### src/design/bci_pkg.sv
package bci_pkg;
  // ***************************************************
  // register map
  // ***************************************************
  localparam logic [7:0] OFF_CTRL    = 8'h00;
  localparam logic [7:0] OFF_STATUS  = 8'h04;
  localparam logic [7:0] OFF_PAGING  = 8'h08;
  localparam logic [7:0] OFF_SLOT    = 8'h0C;
  localparam logic [7:0] OFF_BCAST   = 8'h10;
  localparam logic [7:0] OFF_CODES   = 8'h14;
  localparam logic [7:0] OFF_SYSINFO = 8'h18;
  localparam logic [7:0] OFF_DELAY   = 8'h1C;
  // ***************************************************
  // field positions
  // ***************************************************
  localparam int PG_SV  = 0;   // battery save repeat, 3 bits
  localparam int PG_PC  = 3;   // paging slot count, 3 bits
  localparam int PG_FBU = 6;   // frame basic unit length, 3 bits
  localparam int PG_CS  = 9;   // control carrier structure, 2 bits
  localparam int PG_OE  = 11;  // odd/even group flag
  localparam int PG_GDF = 12;  // group division factor, 4 bits
  localparam int PG_SG  = 16;  // same paging group count, 3 bits
  localparam int SL_OTH = 0;   // other absolute slot code, 2 bits
  localparam int SL_OFF = 2;   // other slot frame offset, 6 bits
  localparam int SL_LOC = 8;   // local absolute slot code, 2 bits
  localparam int BC_SYS = 0;
  localparam int BC_OPT = 1;
  localparam int BC_V1  = 2;
  localparam int BC_V2  = 3;
  localparam int BC_IDL = 4;   // station id area length code, 5 bits
  localparam int CD_CC  = 0;   // country code, 12 bits
  localparam int CD_NC  = 12;  // network code, 12 bits
  localparam int SI_RST = 0;   // restriction flag
  localparam int SI_CLS = 1;   // restriction class, 16 bits
  localparam int SI_STA = 17;  // sysinfo status number, 3 bits
  localparam int SI_RCV = 20;  // reception indication, 4 bits
  // ***************************************************
  // widths, reset values, codes
  // ***************************************************
  localparam logic [18:0] PAGING_RST  = 19'h00000;
  localparam logic [9:0]  SLOT_RST    = 10'h000;
  localparam logic [8:0]  BCAST_RST   = 9'h000;
  localparam logic [23:0] CODES_RST   = 24'h000000;
  localparam logic [23:0] SYSINFO_RST = 24'h000000;
  localparam logic [2:0]  PATTERN_RST = 3'h0;
  localparam logic [1:0]  CS_RESERVED = 2'h3;
  localparam logic [1:0]  CS_RELATED  = 2'h2;
  localparam logic [1:0]  CS_INDEP    = 2'h1;
  localparam logic [4:0]  IDL_MAX     = 5'h19;
  localparam logic [9:0]  PGROUP_MAX  = 10'h07F;
  localparam logic [3:0]  SYS_MSG_TYPE = 4'h2;
  localparam logic [3:0]  RADIO_FIRST = 4'h4;
  localparam logic [3:0]  SYS_FIRST   = 4'h1;
  localparam logic [3:0]  OCTET_LAST  = 4'hC;
  localparam logic [2:0]  SLOT_EIGHTHS = 3'h3;  // 5 ms = 8 x 0.625 ms
endpackage : bci_pkg

### src/design/bci_codec.sv
`timescale 1ns/100ps
module bci_codec
  import bci_pkg::*;
(
  // clock and reset
  input  wire logic        clock_i,
  input  wire logic        sys_rst_i,
  // apb slave
  input  wire logic        psel_i,
  input  wire logic        penable_i,
  input  wire logic        pwrite_i,
  input  wire logic [7:0]  paddr_i,
  input  wire logic [31:0] pwdata_i,
  output logic      [31:0] prdata_o,
  output logic             pready_o,
  output logic             pslverr_o,
  // octet stream
  output logic      [7:0]  tx_data_o,
  output logic      [3:0]  tx_index_o,
  output logic             tx_valid_o,
  output logic             tx_last_o,
  input  wire logic        tx_ready_i
);
  // ***************************************************
  // state and registers
  // ***************************************************
  typedef enum logic [3:0] {
    ST_IDLE = 4'b0001,
    ST_FILL = 4'b0010,
    ST_READ = 4'b0100,
    ST_HOLD = 4'b1000
  } bci_state_t;

  bci_state_t         state;
  logic        [18:0] paging;
  logic        [9:0]  slot;
  logic        [8:0]  bcast;
  logic        [23:0] codes;
  logic        [23:0] sysinfo;
  logic        [2:0]  pattern;
  logic               msg_sel;
  logic        [3:0]  idx;
  logic        [3:0]  out_idx;
  logic signed [10:0] delay;
  logic        [7:0]  fill_byte;
  logic        [9:0]  pgroup;
  logic               cfg_err;
  logic               busy;
  logic               setup;
  logic               access;
  logic               wr_acc;
  logic               mapped;
  logic               refuse;
  logic               start;
  logic               changed;
  logic        [1:0]  cs;

  // ***************************************************
  // apb decode
  // ***************************************************
  assign busy   = (state != ST_IDLE);
  assign setup  = psel_i && !penable_i;
  assign access = psel_i && penable_i;
  assign mapped = (paddr_i[1:0] == 2'h0) && (paddr_i <= OFF_DELAY);
  assign refuse = access && (!mapped || (pwrite_i && busy && paddr_i != OFF_STATUS));
  assign wr_acc = access && pwrite_i && !refuse;
  assign start  = wr_acc && (paddr_i == OFF_CTRL) && pwdata_i[0] && !cfg_err;
  assign pready_o  = 1'b1;
  assign pslverr_o = refuse;

  always_comb begin
    changed = 1'b0;
    if (wr_acc) begin
      case (paddr_i)
        OFF_PAGING:  changed = (pwdata_i[18:0] != paging);
        OFF_SLOT:    changed = (pwdata_i[9:0] != slot);
        OFF_BCAST:   changed = (pwdata_i[8:0] != bcast);
        OFF_CODES:   changed = (pwdata_i[23:0] != codes);
        default:     changed = 1'b0;
      endcase
    end
  end

  always_ff @(posedge clock_i) begin
    if (sys_rst_i) begin
      paging  <= PAGING_RST;
      slot    <= SLOT_RST;
      bcast   <= BCAST_RST;
      codes   <= CODES_RST;
      sysinfo <= SYSINFO_RST;
    end else if (wr_acc) begin
      case (paddr_i)
        OFF_PAGING:  paging  <= pwdata_i[18:0];
        OFF_SLOT:    slot    <= pwdata_i[9:0];
        OFF_BCAST:   bcast   <= pwdata_i[8:0];
        OFF_CODES:   codes   <= pwdata_i[23:0];
        OFF_SYSINFO: sysinfo <= pwdata_i[23:0];
        default:     paging  <= paging;
      endcase
    end
  end

  // pattern number advances whenever the radio message content changes
  always_ff @(posedge clock_i) begin
    if (sys_rst_i) begin
      pattern <= PATTERN_RST;
    end else if (changed) begin
      pattern <= pattern + 3'h1;
    end
  end

  always_ff @(posedge clock_i) begin
    if (sys_rst_i) begin
      prdata_o <= 32'h00000000;
    end else if (setup && !pwrite_i) begin
      case (paddr_i)
        OFF_CTRL:    prdata_o <= {30'h0, msg_sel, 1'b0};
        OFF_STATUS:  prdata_o <= {25'h0, pattern, 2'h0, cfg_err, busy};
        OFF_PAGING:  prdata_o <= {13'h0, paging};
        OFF_SLOT:    prdata_o <= {22'h0, slot};
        OFF_BCAST:   prdata_o <= {23'h0, bcast};
        OFF_CODES:   prdata_o <= {8'h0, codes};
        OFF_SYSINFO: prdata_o <= {8'h0, sysinfo};
        OFF_DELAY:   prdata_o <= {{21{delay[10]}}, delay};
        default:     prdata_o <= 32'h00000000;
      endcase
    end
  end

  // ***************************************************
  // configuration checks and slot delay
  // ***************************************************
  assign cs = paging[PG_CS +: 2];
  // paging group number: slots x division factor x same-group count
  assign pgroup = {7'h0, paging[PG_PC +: 3]} * {6'h0, paging[PG_GDF +: 4]} *
                  {7'h0, ((paging[PG_SG +: 3] == 3'h0) ? 3'h1 : paging[PG_SG +: 3])};
  assign cfg_err = (cs == CS_RESERVED) ||
                   (bcast[BC_IDL +: 5] > IDL_MAX) ||
                   ((cs == CS_INDEP || cs == CS_RELATED) && pgroup > PGROUP_MAX);

  // delay in units of 0.625 ms
  always_ff @(posedge clock_i) begin
    if (sys_rst_i) begin
      delay <= 11'sh000;
    end else begin
      delay <= $signed({2'b00, slot[SL_OFF +: 6], SLOT_EIGHTHS'(0)} + {9'h0, slot[SL_OTH +: 2]}
               - {9'h0, slot[SL_LOC +: 2]});
    end
  end

  // ***************************************************
  // octet builder
  // ***************************************************
  always_comb begin
    fill_byte = 8'h00;
    if (!msg_sel) begin
      case (idx)
        4'h4: fill_byte = {(cs == CS_RELATED) && paging[PG_OE], 1'b0,
                           paging[PG_SG +: 3], paging[PG_SV +: 3]};
        4'h5: fill_byte = {cs, paging[PG_PC +: 3], paging[PG_FBU +: 3]};
        4'h6: fill_byte = (cs == CS_INDEP || cs == CS_RELATED) ?
                          {slot[SL_OTH +: 2], slot[SL_OFF +: 6]} : 8'h00;
        4'h7: fill_byte = {2'b00, bcast[BC_OPT], bcast[BC_SYS], pattern, 1'b0};
        4'h8: fill_byte = {6'h00, bcast[BC_V2], bcast[BC_V1]};
        4'h9: fill_byte = {3'h0, bcast[BC_IDL +: 5]};
        4'hA: fill_byte = codes[CD_CC + 4 +: 8];
        4'hB: fill_byte = {codes[CD_CC +: 4], codes[CD_NC + 8 +: 4]};
        4'hC: fill_byte = codes[CD_NC +: 8];
        default: fill_byte = 8'h00;
      endcase
    end else begin
      case (idx)
        4'h1: fill_byte = {SYS_MSG_TYPE, 4'h0};
        4'h2: fill_byte = {7'h00, sysinfo[SI_RST]};
        4'h3: fill_byte = sysinfo[SI_CLS +: 8];
        4'h4: fill_byte = sysinfo[SI_CLS + 8 +: 8];
        4'hB: fill_byte = {5'h00, sysinfo[SI_STA +: 3]};
        4'hC: fill_byte = {sysinfo[SI_RCV +: 4], 4'h0};
        default: fill_byte = 8'h00;
      endcase
    end
  end

  // ***************************************************
  // sequencer
  // ***************************************************
  always_ff @(posedge clock_i) begin
    if (sys_rst_i) begin
      state <= ST_IDLE;
    end else begin
      case (state)
        ST_IDLE: if (start) begin
          state <= ST_FILL;
        end
        ST_FILL: if (idx == OCTET_LAST) begin
          state <= ST_READ;
        end
        ST_READ: state <= ST_HOLD;
        ST_HOLD: if (tx_ready_i) begin
          state <= (out_idx == OCTET_LAST) ? ST_IDLE : ST_READ;
        end
        default: state <= ST_IDLE;
      endcase
    end
  end

  always_ff @(posedge clock_i) begin
    if (sys_rst_i) begin
      msg_sel <= 1'b0;
    end else if (start) begin
      msg_sel <= pwdata_i[1];
    end
  end

  always_ff @(posedge clock_i) begin
    if (sys_rst_i) begin
      idx <= RADIO_FIRST;
    end else if (start) begin
      idx <= pwdata_i[1] ? SYS_FIRST : RADIO_FIRST;
    end else if (state == ST_FILL) begin
      idx <= (idx == OCTET_LAST) ? (msg_sel ? SYS_FIRST : RADIO_FIRST) : idx + 4'h1;
    end else if (state == ST_READ) begin
      idx <= idx + 4'h1;
    end
  end

  always_ff @(posedge clock_i) begin
    if (sys_rst_i) begin
      out_idx <= 4'h0;
    end else if (state == ST_READ) begin
      out_idx <= idx;
    end
  end

  bci_msg_mem u_mem (
    .clock_i   (clock_i),
    .wr_en_i   (state == ST_FILL),
    .wr_addr_i (idx),
    .wr_data_i (fill_byte),
    .rd_en_i   (state == ST_READ),
    .rd_addr_i (idx),
    .rd_data_o (tx_data_o)
  );

  assign tx_index_o = out_idx;
  assign tx_valid_o = (state == ST_HOLD);
  assign tx_last_o  = (state == ST_HOLD) && (out_idx == OCTET_LAST);
endmodule : bci_codec

### src/design/bci_msg_mem.sv
`timescale 1ns/100ps
module bci_msg_mem (
  // clock
  input  wire logic       clock_i,
  // write port
  input  wire logic       wr_en_i,
  input  wire logic [3:0] wr_addr_i,
  input  wire logic [7:0] wr_data_i,
  // read port
  input  wire logic       rd_en_i,
  input  wire logic [3:0] rd_addr_i,
  output logic      [7:0] rd_data_o
);
  logic [7:0] mem [0:15];

  always_ff @(posedge clock_i) begin
    if (wr_en_i) begin
      mem[wr_addr_i] <= wr_data_i;
    end
  end

  always_ff @(posedge clock_i) begin
    if (rd_en_i) begin
      rd_data_o <= mem[rd_addr_i];
    end
  end
endmodule : bci_msg_mem

### config.mk
export PLATFORM = sky130hd
export DESIGN_NAME = bci_codec
export DESIGN_NICKNAME = d
export VERILOG_FILES = /design/src/design/bci_pkg.sv /design/src/design/bci_codec.sv /design/src/design/bci_msg_mem.sv
export SDC_FILE = /design/constraint.sdc
export NUM_CORES = 1
export LEC_CHECK = 0
export BUFFER_PORTS_ARGS = -buffer_cell sky130_fd_sc_hd__buf_2
export CAP_MARGIN = 25
export CORE_ASPECT_RATIO = 1.75
export CORE_UTILIZATION = 45
export DETAILED_ROUTE_END_ITERATION = 10
export HOLD_SLACK_MARGIN = 0.08
export PLACE_DENSITY_LB_ADDON = 0.25
export REMOVE_ABC_BUFFERS = 1
export SETUP_SLACK_MARGIN = 0.15
export SKIP_CTS_REPAIR_TIMING = 1
export SLEW_MARGIN = 15
export SYNTH_ARGS = -nofsm -noshare
export SYNTH_HDL_FRONTEND = slang
export SYNTH_SLANG_ARGS = --single-unit
### constraint.sdc
create_clock -name clock_i -period 11.7 [get_ports clock_i]
set_clock_uncertainty 0.2 [all_clocks]
set_input_delay 1.17 -clock clock_i [delete_from_list [all_inputs] [get_ports clock_i]]
set_output_delay 1.17 -clock clock_i [all_outputs]
set_load 0.005 [all_outputs]
# Yosys cells after proc, flatten, opt, wreduce, memory -nomap -nowiden
# Memory sizes are Yosys's and may differ from the RTL's. A register that Yosys moved wholly into a read port is not among the register bits.
# Index checks and enable logic that the tools add are counted.
totals:
  input_bits: 46
  elab_cells: 113
  mem_count: 1
  output_inout_bits: 48
  mem_bits_rw: 128
  ff_bits: 145
memory_table:
  columns: ["memory", "depth", "word_bits", "rd", "rd_clocked_by_memory_dff", "wr", "line", "rtl"]
  rows:
  - ["u_mem.mem", 16, 8, 1, 1, 1, "bci_msg_mem.sv:14", "logic [7:0] mem [0:15];"]
classes:
  reduce_logical: 34
  multipliers: 2
  n_mux: 21
  eq_ne: 36
  magnitude_cmp: 3
  addsub: 4
op_table:
  columns: ["op", "count"]
  rows:
  - ["$pmux W32 S8", 1]
  - ["$pmux W8 S9", 1]
  - ["$pmux W8 S6", 1]
  - ["$eq A8 B5 Y1 const B", 4]
  - ["$eq A4 B4 Y1 const B", 7]
  - ["$mux W4", 7]
  - ["$ne A24 B24 Y1", 1]
  - ["$eq A4 B3 Y1 const B", 5]
  - ["$ne A19 B19 Y1", 1]
  - ["$eq A8 B4 Y1 const B", 2]
  - ["$mux W8", 2]
  - ["$pmux W4 S4", 1]
  - ["$logic_and A1 B1 Y1", 15]
  - ["$eq A4 B2 Y1 const B", 3]
  - ["$mux W3", 4]
  - ["$sub A10 B2 Y11", 1]
  - ["$add A9 B2 Y10", 1]
  - ["$gt A10 B7 Y1 const B", 1]
  - ["$mul A7 B3 Y10", 1]
  - ["$ne A10 B10 Y1", 1]
  - ["$reduce_and A2 Y1", 5]
  - ["$ne A9 B9 Y1", 1]
  - ["$eq A4 B1 Y1 const B", 2]
  - ["$eq A8 B3 Y1 const B", 1]
  - ["20 further kinds", 31]

# Longest topological paths before layout
logic_depth:
  ltp_word: 12
  mapped_depth: 18
  depth_no_buf: 17

# By module
# From an unflattened synthesis, not the netlist that was laid out.
hier_totals:
  hier_cells: 1223
  hier_area_um2: 13510.5
by_module_without_submodules:
  columns: ["mod", "seq_area_each_um2", "cells_per_inst", "instances", "area_per_inst_um2"]
  rows:
  - ["bci_codec", 2762.6, 994, 1, 8282.9]
  - ["bci_msg_mem", 4083.9, 229, 1, 5227.5]

# Worst setup path after synthesis
# Ideal clock, no wire load.
synth_timing:
  path_type: "reg-to-reg"
  from: "reg paging[5]"
  to: "reg idx[2]"
  t_required_ns: 11.384
  path_stages_with_launch: 18
  t_arrival_ns: 4.203
  slack_ns: 7.181
  period_less_slack_ns: 4.519
  cell_sequence: "dfxtp_1 -> clkbuf_1 -> nand2_1 -> fa_1 -> inv_1 -> ha_1 -> fa_1 -> nand2_1 -> fa_1 -> inv_1 -> ha_1 -> a21o_1 -> a21oi_1 -> nor3_1 -> o311a_1 -> o211ai_1 -> nand2_1 -> a31o_2"
synth_via:
  elab_chain_cells: 8
  elab_cells_between_ends: 9
  classes_between: "mul (2); order compare (1); mux (1); reduce/logical (5)"
synth_rtl:
  columns: ["item", "line", "rtl"]
  rows:
  - ["from (decl)", "bci_codec.sv:35", "logic [18:0] paging;"]
  - ["from (signal assigned)", "bci_codec.sv:93", "OFF_PAGING: paging <= pwdata_i[18:0];"]
  - ["from (signal assigned)", "bci_codec.sv:98", "default: paging <= paging;"]
  - ["$mul A3 B4 Y7 (*)", "bci_codec.sv:135", "assign pgroup = {7'h0, paging[PG_PC +: 3]} * {6'h0, paging[PG_GDF +: 4]} *"]
  - ["$mul A7 B3 Y10 (*)", "bci_codec.sv:135", null]
  - ["$gt A10 B7 Y1 (*)", "bci_codec.sv:139", "((cs == CS_INDEP || cs == CS_RELATED) && pgroup > PGROUP_MAX);"]
  - ["$logic_and A1 B1 Y1 (*)", "bci_codec.sv:139", null]
  - ["$logic_or A1 B1 Y1 (*)", "bci_codec.sv:138", "(bcast[BC_IDL +: 5] > IDL_MAX) ||"]
  - ["$logic_not A1 Y1 (*)", "bci_codec.sv:67", "assign start = wr_acc && (paddr_i == OFF_CTRL) && pwdata_i[0] && !cfg_err;"]
  - ["$logic_and A1 B1 Y1 (*)", "bci_codec.sv:67", null]
  - ["$reduce_bool A3 Y1 (no line) / $mux W4 (equally long branches)", null, null]
  - ["to (signal assigned)", "bci_codec.sv:219", "idx <= pwdata_i[1] ? SYS_FIRST : RADIO_FIRST;"]
  - ["to (signal assigned)", "bci_codec.sv:221", "idx <= (idx == OCTET_LAST) ? (msg_sel ? SYS_FIRST : RADIO_FIRST) : idx + 4'h1;"]
  - ["to (signal assigned)", "bci_codec.sv:223", "idx <= idx + 4'h1;"]
  - ["to (decl)", "bci_codec.sv:42", "logic [3:0] idx;"]
# Every way passes the cells marked *; elsewhere a longest branch is shown, timed or not.
# A chain may end at the register's enable or synchronous reset.

# Worst setup path after layout
layout_timing:
  from: "reg paging[3]"
  to: "reg idx[3]"
# Same word-level chain as after synthesis.

==> run_results.csv <==
group,metric,value,unit
pwr,fin_total_pwr,1950,µW
clocking,clk_pin_slew_worst_paths,0.06,ns
pwr,share_comb_of_total_power,0.030,
floorplanning,die-width,132,µm
grt,overflow,0,
clocking,cts_buffer_depth,3,
drt,viasPerCell,5.94,
synth,synth_warnings,0,
grt,busiest_layer,"met2",
drt,dr.pass1.iters,6,
placement,numPortBuffers,84,
grt,grt_pass1_vias,9604,
synth,synth_cell_type_count,71,
sta,fin_crit_sh,0.449,
grt,use_met3,0.0304,
setup_path,crit_type,"flip-flop to flip-flop",
pwr,internal_power,1530,µW
hold_path,min-delay-start,"sysinfo[16]$_SDFFE_PP0P_",
setup_path,path_cells,"nand2_1 -> fa_1 -> inv_1 -> ha_1 -> fa_1 -> nand2_1 -> fa_1 -> inv_1 -> ha_1 -> a21o_1 -> a21oi_1 -> nor3_1 -> o311a_1 -> o211ai_1 -> nand2b_1 -> a311oi_1",
job,max-cap-violations,0,
pwr,switching_share,0.215,
drt,drc,0,
synth,synth_top_family_by_area,"simple AND/OR/NAND/NOR gates",
final_layout,antenna_cells,0,
run_status,status,"complete, no violations",
sta,hold_violations,0,
final_layout,nets,1326,
placement,preCtsSetupSlack,6.52,ns
setup_path,start_kind,"flip-flop",
final_layout,drive_above_1_share,0.171,
grt,antenna_found_initial,0,
clocking,cts_buffers,26,
synth,yosys.area_share.simple,0.131,
synth,ys_seq_area_frac,0.511,
synth,yosys.area.top_type,"edfxtp_1",
sta,grt_setup_unrepaired,"no",
pwr,power_density,130,nW/µm²
drt,dr_total_vias,9789,
setup_path,rr_worst_depth,16,
drt,initialDrtViolationCount,943,
synth,synthXorXnorAreaFrac,0.0457,
pwr,p_switching,417,µW
clocking,cts-root-buf,"clkbuf_16",
final_layout,area_growth_syn_to_layout,11.4,%
grt,grt_max_degree,73,
synth,synthesis.area_per_instance,11.0,µm²
drt,wl_per_cell,23.1,µm
synth,synth-compound-area-share,0.114,
setup_path,crit_arrival,5.51,ns
sta,fmaxAchievable,190,MHz
sta,setup_viol,0,
sta,setup_ws,6.44,ns
placement,place.gp.congestion,0.965,
setup_path,r2r_end,"idx[3]$_SDFFE_PP0P_",
synth,synth_area,13400,µm²
grt,met1_usage,0.274,
synth,ys_seq_elements,274,
setup_path,timing.critical_path.buf_inv,2,
synth,yosys_most_used_dff,"dfxtp_1",
hold_path,whs_path_depth,2,
drt,totalWireLength,38000,µm
clocking,clock_latency,0.54,ns
setup_path,worstPathRequired,11.95,ns
setup_path,worstReg2RegStart,"paging[3]$_SDFFE_PP0P_",
floorplanning,dieArea,30500,µm²
setup_path,crit_slowest_cell,"dfxtp_1",
sta,setup_tns,0,ns
pwr,power.share.clock,0.455,
sta,slew-limit-headroom,0.292,
setup_path,cpPeakStageDelay,0.64,ns
synth,async_reset_ff_frac,0,
sta,finalCriticalPeriod,5.26,ns
drt,ant_nets,0,
floorplanning,io-pin-count,94,
synth,synthAdderAreaFrac,0.0383,
hold_path,min_to,"sysinfo[16]$_SDFFE_PP0P_",
hold_path,hp-class,"flip-flop to flip-flop",
clocking,cts_tree,"built",
clocking,cts.sinks,274,
setup_path,regToRegSetupSlack,6.44,ns
floorplanning,start_util,0.458,
pwr,leakagePower,0.00486,µW
grt,grtUsageMet2,0.450,
synth,netlist_top_cells_area,"edfxtp_1 (30%), dfxtp_1 (21%), mux4_2 (6.9%)",
setup_path,cp_common_cell,"fa_1",
clocking,cts_max_level,1,
grt,track_usage,0.251,
floorplanning,core-area,29300,µm²
sta,maxSlewViolCount,0,
synth,syn_inst,1215,
synth,synth_top_area_share,0.305,
pwr,worst_ir_drop_vdd,0.111,mV
synth,synth.most_common_cell,"nand2_1",
sta,tightest_slew,1.06,ns
final_layout,nFillCells,2703,
synth,synthMuxAreaShare,0.117,
placement,detailed_place_hpwl,27000,µm
floorplanning,row_count,83,
synth,synth_edf_count,136,
grt,grt_pass1_wl,57600,µm
pwr,power_frac_seq,0.515,
setup_path,worstPathMaxFanout,9,
synth,synth_common_cells,"nand2_1 (147), dfxtp_1 (138), edfxtp_1 (136)",
floorplanning,chipHeight,230,µm
setup_path,end_kind,"flip-flop",
setup_path,critical_path.top_delay_family,"adder cells",
tightest hold or removal path, stage by stage, from the launching register on:
cell,delay [ns]
dfxtp_1,0.32
nand2_1,0.06
a21oi_1,0.05
through the flow:
step | instances | instance area (µm²) | utilization | hold WS, ns
2_1_floorplan | 1114 | 12900 | - | 0.239
3_3_place_gp | 1589 | 13900 | 0.476 | 0.265
3_5_place_dp | 1591 | 13900 | 0.476 | 0.270
4_1_cts | 1639 | 14800 | 0.507 | 0.279
5_1_grt | 1647 | 14900 | 0.510 | 0.308
6_report | 1647 | 14900 | 0.510 | 0.281
power by group through the flow:
stage	combinational (µW)	sequential (µW)	clock, µW
floorplan	20.8	1020	0
global placement	58.2	1020	0
detailed placement	58.4	1020	0
CTS	58.6	1000	893
global route	63.4	1000	927
finish	59.1	1000	885
how the worst max path moves through the flow:
stage | startpoint | end | slack, ns | cells after the start
2_1_floorplan | paddr_i[7] | pattern[0]$_SDFFE_PP0P_ | 7.01 | 5
3_3_place_gp | paging[3]$_SDFFE_PP0P_ | idx[2]$_SDFFE_PP1P_ | 6.60 | 16
3_5_place_dp | paging[3]$_SDFFE_PP0P_ | idx[2]$_SDFFE_PP1P_ | 6.52 | 16
4_1_cts | paging[3]$_SDFFE_PP0P_ | idx[2]$_SDFFE_PP1P_ | 6.50 | 16
5_1_grt | paging[4]$_SDFFE_PP0P_ | idx[3]$_SDFFE_PP0P_ | 6.20 | 16
6_report | paging[3]$_SDFFE_PP0P_ | idx[3]$_SDFFE_PP0P_ | 6.44 | 16
state kept, by name (all words and copies together) (netlist names):
name             cells
delay               11
bcast                9
tx_index_o           4
codes               24
sysinfo             24
slot                10
u_mem.rd_data_o      8
paging              19
state                4
idx                  4
pattern              3
u_mem.mem          128
msg_sel              1
prdata_o            25
logic make-up (layout without fill, tap and decap cells):
group,Yosys count,in the layout
AO/OA/AOI/OAI,227,227
XOR/XNOR,70,70
adder cells (fa/ha/maj),35,35
buffers and inverters,127,177
flip-flops,274,274
multiplexers,105,105
other,1,1
AND/OR/NAND/NOR,376,376
placed cells by master (no fill, tap or decap), types with 26 or more instances in the layout:
cell and n:
buf_2 83, mux4_2 41, nor2_1 117, a22oi_1 26, mux2i_1 57, edfxtp_1 136
xnor2_1 54, nand2_1 147, dfxtp_1 137, a21oi_1 77, clkbuf_16 27
per-layer routing:
metal | share of wire | up-vias | wire length (µm)
met5 | 0 | - | 0
met3 | 0.048 | 129 | 1840
met1 | 0.36 | 4814 | 13600
met2 | 0.52 | 380 | 19800
li1 | - | 4466 | -
met4 | 0.073 | 0 | 2790
final cells by class:
cell class | count | area [µm²] | area share
clock buffer | 29 | 683 | 0.0458
clock inverter | 19 | 206 | 0.0138
inverter | 26 | 97.6 | 0.00654
multi-input combinational | 814 | 6030 | 0.404
sequential | 274 | 6850 | 0.459
tap | 382 | 478 | 0.0320
timing repair buffer | 103 | 578 | 0.0387
Note: power is estimated with default switching activity, not from simulation.
